===== src/design/gda_pkg.sv =====
// Constants for the decade autoranger: range codes, comparator thresholds, step states, step timing.
// Assumes a single 125 MHz clock and an active-low asynchronous reset.
package gda_pkg;
   // ==========================================================
   // Clock and stepping tick
   localparam int unsigned CLOCK_HZ = 125000000;
   localparam int unsigned STEP_PERIOD_MS = 350;
   localparam int unsigned STEP_CYCLES = CLOCK_HZ / 1000 * STEP_PERIOD_MS;
   localparam int unsigned TICK_W = 26;

   // ==========================================================
   // Decade codes, 10^-8 lowest pressure to 10^-4 highest
   localparam logic [2:0] DEC_E8 = 3'h0;
   localparam logic [2:0] DEC_E7 = 3'h1;
   localparam logic [2:0] DEC_E6 = 3'h2;
   localparam logic [2:0] DEC_E5 = 3'h3;
   localparam logic [2:0] DEC_E4 = 3'h4;
   localparam logic [2:0] DEC_RESET = DEC_E8;

   // ==========================================================
   // Thresholds in tenths of a percent of display full scale (reading 10.0)
   localparam logic [10:0] UPPER_PERMILLE = 11'h492;
   localparam logic [10:0] LOWER_PERMILLE = 11'h05f;
   localparam logic [7:0] FULL_SCALE_TENTHS = 8'h64;

   // ==========================================================
   // Step decision states
   typedef enum logic [2:0] {
      GDA_HOLD = 3'b001,
      GDA_UP = 3'b010,
      GDA_DOWN = 3'b100
   } gda_step_t;
endpackage


===== src/design/gda_sync.sv =====
// Two-flop synchroniser for one level input.
// Assumes the input is a slow level relative to the clock.
`timescale 1ns/1ps
`default_nettype none
module gda_sync (
   input wire logic clock,
   input wire logic rst_b,
   input wire logic d,
   output logic q
);
   logic meta;
   logic next_meta;
   logic next_q;

   always_comb begin
      next_meta = d;
      next_q = meta;
   end

   always_ff @(posedge clock or negedge rst_b) begin
      if (!rst_b) begin
         meta <= 1'b0;
         q <= 1'b0;
      end else begin
         meta <= next_meta;
         q <= next_q;
      end
   end
endmodule
`default_nettype wire


===== src/design/gda_autoranger.sv =====
// Decade autoranger: comparator levels and manual requests step a saturating counter.
// Assumes comparators and manual switch arrive as levels; electrometer is outside.
//
// How it works
// - Auto stepping only while filament on and autorange enabled both hold.
// - Level above 117 percent of full scale steps to higher pressure decade.
// - Level below 9.5 percent of full scale steps to lower pressure decade.
// - Thresholds are relative to a displayed full scale of 10.0.
// - At most one decade per tick; tick period about 0.35 s.
// - Counter saturates between 10^-8 and 10^-4 decades.
// - Power-up reset forces the counter to its initial decade.
// - Counter value decodes to one-hot feedback switch and converter selects.
// - Autorange off: manual up or down requests step one decade each.
// - Pressure output flagged valid only with filament and autorange on.
`timescale 1ns/1ps
`default_nettype none
// The bench may shorten the tick; hardware keeps the package value
module gda_autoranger #(
   parameter int unsigned STEP_CYCLES = gda_pkg::STEP_CYCLES
) (
   input wire logic clock,
   input wire logic rst_b,
   input wire logic filament_on,
   input wire logic autorange_en,
   input wire logic upper_threshold_comparator,
   input wire logic lower_threshold_comparator,
   input wire logic manual_range_up,
   input wire logic manual_range_down,
   output logic [2:0] decade,
   output logic [4:0] feedback_select,
   output logic [4:0] converter_select,
   output logic range_limit_stop,
   output logic pressure_valid,
   output logic step_tick
);
   // ==========================================================
   // Input synchronisers
   logic upper_s;
   logic lower_s;
   logic man_up_s;
   logic man_dn_s;
   logic fil_s;
   logic auto_s;

   gda_sync u_sync_up (.clock(clock), .rst_b(rst_b), .d(upper_threshold_comparator), .q(upper_s));
   gda_sync u_sync_lo (.clock(clock), .rst_b(rst_b), .d(lower_threshold_comparator), .q(lower_s));
   gda_sync u_sync_mu (.clock(clock), .rst_b(rst_b), .d(manual_range_up), .q(man_up_s));
   gda_sync u_sync_md (.clock(clock), .rst_b(rst_b), .d(manual_range_down), .q(man_dn_s));
   gda_sync u_sync_fl (.clock(clock), .rst_b(rst_b), .d(filament_on), .q(fil_s));
   gda_sync u_sync_au (.clock(clock), .rst_b(rst_b), .d(autorange_en), .q(auto_s));

   // ==========================================================
   // Stepping clock divider
   logic [25:0] tick_cnt;
   logic [25:0] next_tick_cnt;
   logic tick;
   logic next_tick;

   always_comb begin
      next_tick = 1'b0;
      next_tick_cnt = tick_cnt + 26'h1;
      if (tick_cnt == 26'(STEP_CYCLES - 1)) begin
         next_tick_cnt = 26'h0;
         next_tick = 1'b1;
      end
   end

   // Counter restarts at reset so the first tick comes one period after release
   always_ff @(posedge clock or negedge rst_b) begin
      if (!rst_b) begin
         tick_cnt <= 26'h0;
         tick <= 1'b0;
      end else begin
         tick_cnt <= next_tick_cnt;
         tick <= next_tick;
      end
   end

   // ==========================================================
   // Manual request capture: one edge, one pending step
   logic man_up_d;
   logic man_dn_d;
   logic next_man_up_d;
   logic next_man_dn_d;
   logic pend_up;
   logic pend_dn;
   logic next_pend_up;
   logic next_pend_dn;
   logic auto_run;
   gda_pkg::gda_step_t step;

   assign auto_run = fil_s & auto_s;

   always_comb begin
      next_man_up_d = man_up_s;
      next_man_dn_d = man_dn_s;
      next_pend_up = pend_up;
      next_pend_dn = pend_dn;
      if (tick) begin
         next_pend_up = 1'b0;
         next_pend_dn = 1'b0;
      end
      // A new edge wins over the tick clear so no request is lost
      if (!auto_run && man_up_s && !man_up_d) begin
         next_pend_up = 1'b1;
         next_pend_dn = 1'b0;
      end
      if (!auto_run && man_dn_s && !man_dn_d) begin
         next_pend_dn = 1'b1;
         next_pend_up = 1'b0;
      end
      if (auto_run) begin
         next_pend_up = 1'b0;
         next_pend_dn = 1'b0;
      end
   end

   always_ff @(posedge clock or negedge rst_b) begin
      if (!rst_b) begin
         man_up_d <= 1'b0;
         man_dn_d <= 1'b0;
         pend_up <= 1'b0;
         pend_dn <= 1'b0;
      end else begin
         man_up_d <= next_man_up_d;
         man_dn_d <= next_man_dn_d;
         pend_up <= next_pend_up;
         pend_dn <= next_pend_dn;
      end
   end

   // ==========================================================
   // Step decision: comparators already encode the 117 and 9.5 percent points
   always_comb begin
      step = gda_pkg::GDA_HOLD;
      // Upper is tried first; one level can never trip both comparators
      if (auto_run) begin
         if (upper_s) begin
            step = gda_pkg::GDA_UP;
         end else if (lower_s) begin
            step = gda_pkg::GDA_DOWN;
         end
      end else if (pend_up) begin
         step = gda_pkg::GDA_UP;
      end else if (pend_dn) begin
         step = gda_pkg::GDA_DOWN;
      end
   end

   // ==========================================================
   // Saturating decade counter
   logic [2:0] next_decade;
   logic next_stop;

   always_comb begin
      next_decade = decade;
      next_stop = (decade == gda_pkg::DEC_E4) || (decade == gda_pkg::DEC_E8);
      // Codes above the top decade cannot arise; this only recovers from an upset
      if (decade > gda_pkg::DEC_E4) begin
         next_decade = gda_pkg::DEC_RESET;
      end else if (tick) begin
         unique case (step)
            gda_pkg::GDA_UP: begin
               if (decade != gda_pkg::DEC_E4) begin
                  next_decade = decade + 3'h1;
               end
            end
            gda_pkg::GDA_DOWN: begin
               if (decade != gda_pkg::DEC_E8) begin
                  next_decade = decade - 3'h1;
               end
            end
            gda_pkg::GDA_HOLD: begin
               next_decade = decade;
            end
         endcase
      end
      next_stop = (next_decade == gda_pkg::DEC_E4) || (next_decade == gda_pkg::DEC_E8);
   end

   always_ff @(posedge clock or negedge rst_b) begin
      if (!rst_b) begin
         decade <= gda_pkg::DEC_RESET;
         range_limit_stop <= 1'b1;
      end else begin
         decade <= next_decade;
         range_limit_stop <= next_stop;
      end
   end

   // ==========================================================
   // Decoder; registered so outputs never glitch on a step
   logic [4:0] next_sel;
   logic next_valid;
   logic next_step_tick;

   always_comb begin
      next_sel = 5'h01 << next_decade;
      if (next_decade > gda_pkg::DEC_E4) begin
         next_sel = 5'h01;
      end
      next_valid = auto_run;
      // Delayed one cycle so the pulse marks the cycle that shows the new decade
      next_step_tick = tick;
   end

   always_ff @(posedge clock or negedge rst_b) begin
      if (!rst_b) begin
         feedback_select <= 5'h01;
         converter_select <= 5'h01;
         pressure_valid <= 1'b0;
         step_tick <= 1'b0;
      end else begin
         feedback_select <= next_sel;
         converter_select <= next_sel;
         pressure_valid <= next_valid;
         step_tick <= next_step_tick;
      end
   end
endmodule
`default_nettype wire


===== config.mk =====
export PLATFORM = sky130hd
export DESIGN_NAME = gda_autoranger
export DESIGN_NICKNAME = d
export VERILOG_FILES = /design/src/design/gda_pkg.sv /design/src/design/gda_sync.sv /design/src/design/gda_autoranger.sv
export SDC_FILE = /design/constraint.sdc
export NUM_CORES = 1
export LEC_CHECK = 0
export BUFFER_PORTS_ARGS = -buffer_cell sky130_fd_sc_hd__buf_4
export CAP_MARGIN = 20
export CORE_UTILIZATION = 25
export DETAILED_ROUTE_END_ITERATION = 10
export SYNTH_ARGS = -nofsm -noshare
export SYNTH_HDL_FRONTEND = slang
export SYNTH_SLANG_ARGS = --single-unit

===== constraint.sdc =====
create_clock -name clock -period 3.1 [get_ports clock]
set_input_delay 0.31 -clock clock [delete_from_list [all_inputs] [get_ports clock]]
set_output_delay 0.31 -clock clock [all_outputs]
set_load 0.005 [all_outputs]

After elaboration in Yosys (flattened, before gate mapping)
Cells that the tools add are included.
- input bits: 8
- logic and storage cells: 67
- output and inout bits: 16
- flip-flop bits (word level): 54
- $add $sub $neg: 3
- bitwise gates (word level): 1
- muxes and demuxes: 20
- equal/unequal tests: 6
- order comparisons: 2
- reductions and logical operators: 11
- shifts and indexed selects: 1
- operator list (kind ; number):
    3-bit 2-to-1 mux ; 9
    26-bit by 1-bit adder with 26-bit output (second input constant) ; 1
    26-bit == test (second input constant) ; 1
    26-bit 2-to-1 mux ; 1
    3-bit one-hot mux with 3 select lines ; 1
    1-bit 2-to-1 mux ; 8
    3-bit == test (second input constant) ; 2
    3-bit > comparator (second input constant) ; 2
    5-bit 2-to-1 mux ; 1
    1-bit by 3-bit << shifter with 5-bit output (first input constant) ; 1
    1-bit logical AND ; 4
    4-bit nonzero test ; 1
    3-bit by 1-bit adder with 3-bit output (second input constant) ; 1
    3-bit by 1-bit == test with 1-bit output (second input constant) ; 1
    3-bit by 2-bit == test with 1-bit output (second input constant) ; 1
    1-bit zero test ; 3
    3-bit zero test ; 1
    3-bit inequality test (second input constant) ; 1
    3-bit nonzero test ; 1
    3-bit by 1-bit subtractor with 3-bit output (second input constant) ; 1
    1-bit AND ; 1
    1-bit logical OR ; 1

Longest topological paths before layout
- word-level depth: 9
- mapped depth: 10

Hierarchy
From an unflattened synthesis, not the netlist that was laid out.
- cell total of the unflattened synthesis: 211
- area total of the unflattened synthesis: 2394.8 sq um
- modules (own cells, without submodules) (module ; times used ; cells each ; seq. area each (sq um) ; area each (sq um)):
    gda_autoranger ; 1 ; 199 ; 1053.5 ; 2094.5
    gda_sync ; 6 ; 2 ; 50.0 ; 50.0

Worst setup path before layout
Ideal clock, no wire load.
- path type: reg2reg
- start: register decade[0]
- end: register range_limit_stop
- path buffers: 1
- arrival: 2186 ps
- cell stages (with the launch flop): 11
- setup time: 84 ps
- path slack: 829 ps
- clock period less this slack: 2271 ps
- cell sequence: dfrtp_1 inv_1 ha_1 buf_2 nor2b_1 nand2_1 o21ai_0 o221ai_2 and2_1 ha_1 or2_2
- longest elaborated chain between the ends: 7
- elaborated cells between the ends (all ways): 13
- those cells by class: add/sub: 2; order compare: 1; eq/ne: 2; mux: 5; reduce/logical: 3
- RTL lines (element ; line ; source):
    from (decl) ; gda_autoranger.sv:29 ; output logic [2:0] decade,
    from (signal assigned) ; gda_autoranger.sv:183 ; decade <= gda_pkg::DEC_RESET;
    from (signal assigned) ; gda_autoranger.sv:186 ; decade <= next_decade;
    3-bit by 1-bit subtractor with 3-bit output (tied with other cells) ; gda_autoranger.sv:170 ; next_decade = decade - 3'h1;
    3-bit 2-to-1 mux, on equally long branches ; gda_autoranger.sv:169, gda_autoranger.sv:164 ;
    3-bit one-hot mux with 3 select lines ; gda_autoranger.sv:162 ; unique case (step)
    3-bit 2-to-1 mux ; gda_autoranger.sv:161 ; end else if (tick) begin
    3-bit 2-to-1 mux (*) ; gda_autoranger.sv:159 ; if (decade > gda_pkg::DEC_E4) begin
    3-bit == test or 3-bit zero test (tied branches) ; gda_autoranger.sv:178 ; next_stop = (next_decade == gda_pkg::DEC_E4) || (next_decade == gda_pkg::DEC_E8);
    1-bit logical OR (*) ; gda_autoranger.sv:178 ;
    net next_stop ; gda_autoranger.sv:153 ; logic next_stop;
    to (signal assigned) ; gda_autoranger.sv:187 ; range_limit_stop <= next_stop;
    to (decl) ; gda_autoranger.sv:32 ; output logic range_limit_stop,
The timed path passes the listed nets; every way through them passes the cells marked *.
A chain may end at the register's enable or synchronous reset.

Worst setup path after layout
Ends and elaborated chain as after synthesis.

==> impl_metrics.json <==
{
  "status": "finished with violations",
  "failed_checks": "design-rule violations",
  "wl_per_cell_um": 11.8,
  "yosys.cell_count.top_type": "dfrtp_1",
  "clock_skew_ns": 0.00622,
  "vias_per_cell": 4.41,
  "tns_ns": 0,
  "power.density_nw_per_um2": 411,
  "io_buffers": 23,
  "final_net_count": 247,
  "critical_path_class": "reg2reg",
  "synthesis.nets": 226,
  "cts.sinks": 54,
  "yosysUniqueCellTypes": 49,
  "antenna_left": 0,
  "drc": 1,
  "syn-cell-area_um2": 2490,
  "path_cells": "inv_1 -> ha_1 -> nor2b_1 -> nand2_1 -> o21ai_0 -> o221ai_2 -> and2_1 -> ha_1 -> or2_2",
  "cts_root_buffer": "clkbuf_8",
  "crit_path_start_kind": "flip-flop",
  "top_register": "tick_cnt",
  "largest_register_ffs": 26,
  "fmax_mhz": 399,
  "tightestPinTransition_ns": 0.810,
  "maxCapViolCount": 0,
  "worstRegToRegCells": 9,
  "endpoint_kind": "flip-flop",
  "peakVddDrop_mv": 0.184,
  "cts_hold_buf": 0,
  "die_x_um": 102,
  "layout_setup_ws_ns": 0.593,
  "ctsResizeCount": 0,
  "hold_ws_ns": 0.00676,
  "path_common_cell": "ha_1",
  "seq_area_frac_synth_pct": 54.3,
  "r2r_end": "range_limit_stop",
  "cp_slowest_cell": "dfrtp_1",
  "cts_buffer_depth": 2,
  "die_h_um": 102,
  "crit_required_ns": 3.35,
  "grtUsageMet1_pct": 10.8,
  "power_leakage_nw": 1.28,
  "reg2reg_slack_ns": 0.59,
  "hold_viol": 0,
  "grt_pass1_vias": 1526,
  "area_delta_synth_final_pct": 14.9,
  "slowest_delay_ns": 0.48,
  "drv_slew": 0,
  "layout-drive-gt1-share_pct": 20.6,
  "grt_pass1_wl_um": 7290,
  "cts_made_buffers": 5,
  "first_iter_violations": 74,
  "reg_top3": "tick_cnt x26, converter_select x5, decade x3",
  "fin_crit_sh_pct": 80.9,
  "synth-seq-cells": 54,
  "rsz0062_at_grt": "no",
  "synthArstFlopShare_pct": 100,
  "max_slew_margin_pct": 45.6,
  "grt_max_degree": 55,
  "finalPower_w": 0.00118,
  "reg2reg_from": "decade[0]",
  "ios": 24,
  "ys_top_cells_by_area": "dfrtp_1, xnor2_1, ha_1, xor2_1, nand3_1",
  "synth_top_area_cell": "dfrtp_1",
  "grt.overflow.total": 0,
  "met2_usage_pct": 15.0,
  "arrival_ns": 2.76,
  "met3_usage_pct": 3.63,
  "synth.avg_cell_area_um2": 11.8,
  "totalWireLength_um": 4320,
  "path_max_fanout": 10,
  "htreeDepth": 2,
  "dp_hpwl_um": 2940,
  "start_util_pct": 25.6,
  "cts_tree": "built",
  "synth_top_area_share_pct": 52.2,
  "min_period_ns": 2.51,
  "vias": 1613,
  "worstHoldPathType": "in2async",
  "gp_congestion": 0.832,
  "dp_slack_ns": 0.610,
  "fillers": 1008,
  "grt-busiest-layer": "met2",
  "grtUsageTotal_pct": 9.23,
  "firstDrtPassIters": 7,
  "coreArea_um2": 9730,
  "synth_edf_count": 0,
  "clkSlewWorstSetupHoldPaths_ns": 0.10,
  "dieArea_um2": 10400,
  "fp-row-count": 36,
  "clk_latency_ns": 0.31,
  "antenna_found_initial": 0,
  "syn_inst": 211,
  "ys.flop_type": "dfrtp_1",
  "post_cts_buffers": 0,
  "antenna_cells": 0,
  "yosysWarnings": 0,
  "setup_viol": 0,
  "synthTopCellsByCount": "dfrtp_1, nor2_1, nand2_1"
}
-- power by group --
group / internal (W) / total (W) / leakage (nW) / switching, W
Clock: 0.000164 / 0.000407 / 0.0447 / 0.000243
Sequential: 0.000716 / 0.000724 / 0.697 / 0.00000769
Combinational: 0.0000176 / 0.0000446 / 0.541 / 0.0000270
-- cells by family (layout without fill, tap and decap cells) --
group	Yosys count	after routing	synth area share [%]
compound gates	20	20	7.78
xor+xnor	20	20	7.03
fa+ha+maj	7	7	3.51
buf+inv	19	41	4.02
flops	54	54	54.3
mux	4	4	1.61
simple gates	87	87	21.7
-- layout by cell type (no fill, tap or decap), types with 3 or more instances in the layout --
cell	synthesis	final
dfrtp_1	52	52
buf_4	5	23
nor2_1	15	15
nand2_1	14	14
nand3_1	13	13
xnor2_1	11	11
inv_1	10	10
xor2_1	9	9
nand4_1	8	8
and3_1	7	7
ha_1	7	7
clkbuf_8	0	5
o21ai_0	4	4
nand2b_1	4	4
mux2i_1	4	4
nor2b_1	3	3
-- per-stage QoR --
| step | std cells | util (%) | instance area (um2) |
|---|---|---|---|
| after floorplan | 211 | - | 2490 |
| after global placement | 358 | 28.5 | 2770 |
| after detailed placement | 358 | 28.5 | 2770 |
| after CTS | 366 | 29.4 | 2860 |
| after global routing | 366 | 29.4 | 2860 |
| final | 366 | 29.4 | 2860 |
-- final cells by class --
type	count	area, um2	area share, %
well taps	133	166	5.81
clock buffers	5	68.8	2.40
inverters	10	37.5	1.31
multi-input cells	138	1040	36.3
clock inverters	3	25.0	0.874
repair buffers	23	173	6.03
flip-flops and latches	54	1350	47.3
-- metal layers --
layer,up-vias,wire length (um),part of all wire [%]
met4,0,96,2.2
met3,10,200,4.6
li1,778,-,-
met2,34,2050,48
met5,-,0,0
met1,791,1970,46
-- critical path: cells and delay by family, from the launching register on --
family                   cells  cell delay, ns
adder cells (fa/ha/maj)      2            0.55
AND/OR/NAND/NOR              4            0.87
flip-flops                   1            0.48
AO/OA/AOI/OAI                2            0.41
buffers and inverters        1            0.13
-- worst max-delay path by stage --
stage / from / end / depth (start not counted)
global route: decade[0] / range_limit_stop / 9
CTS: decade[0] / range_limit_stop / 9
floorplan: decade[0] / range_limit_stop / 10
global placement: decade[0] / range_limit_stop / 9
finish: decade[0] / range_limit_stop / 9
detailed placement: decade[0] / range_limit_stop / 9
No activity file was read; power rests on OpenSTA's default activity.
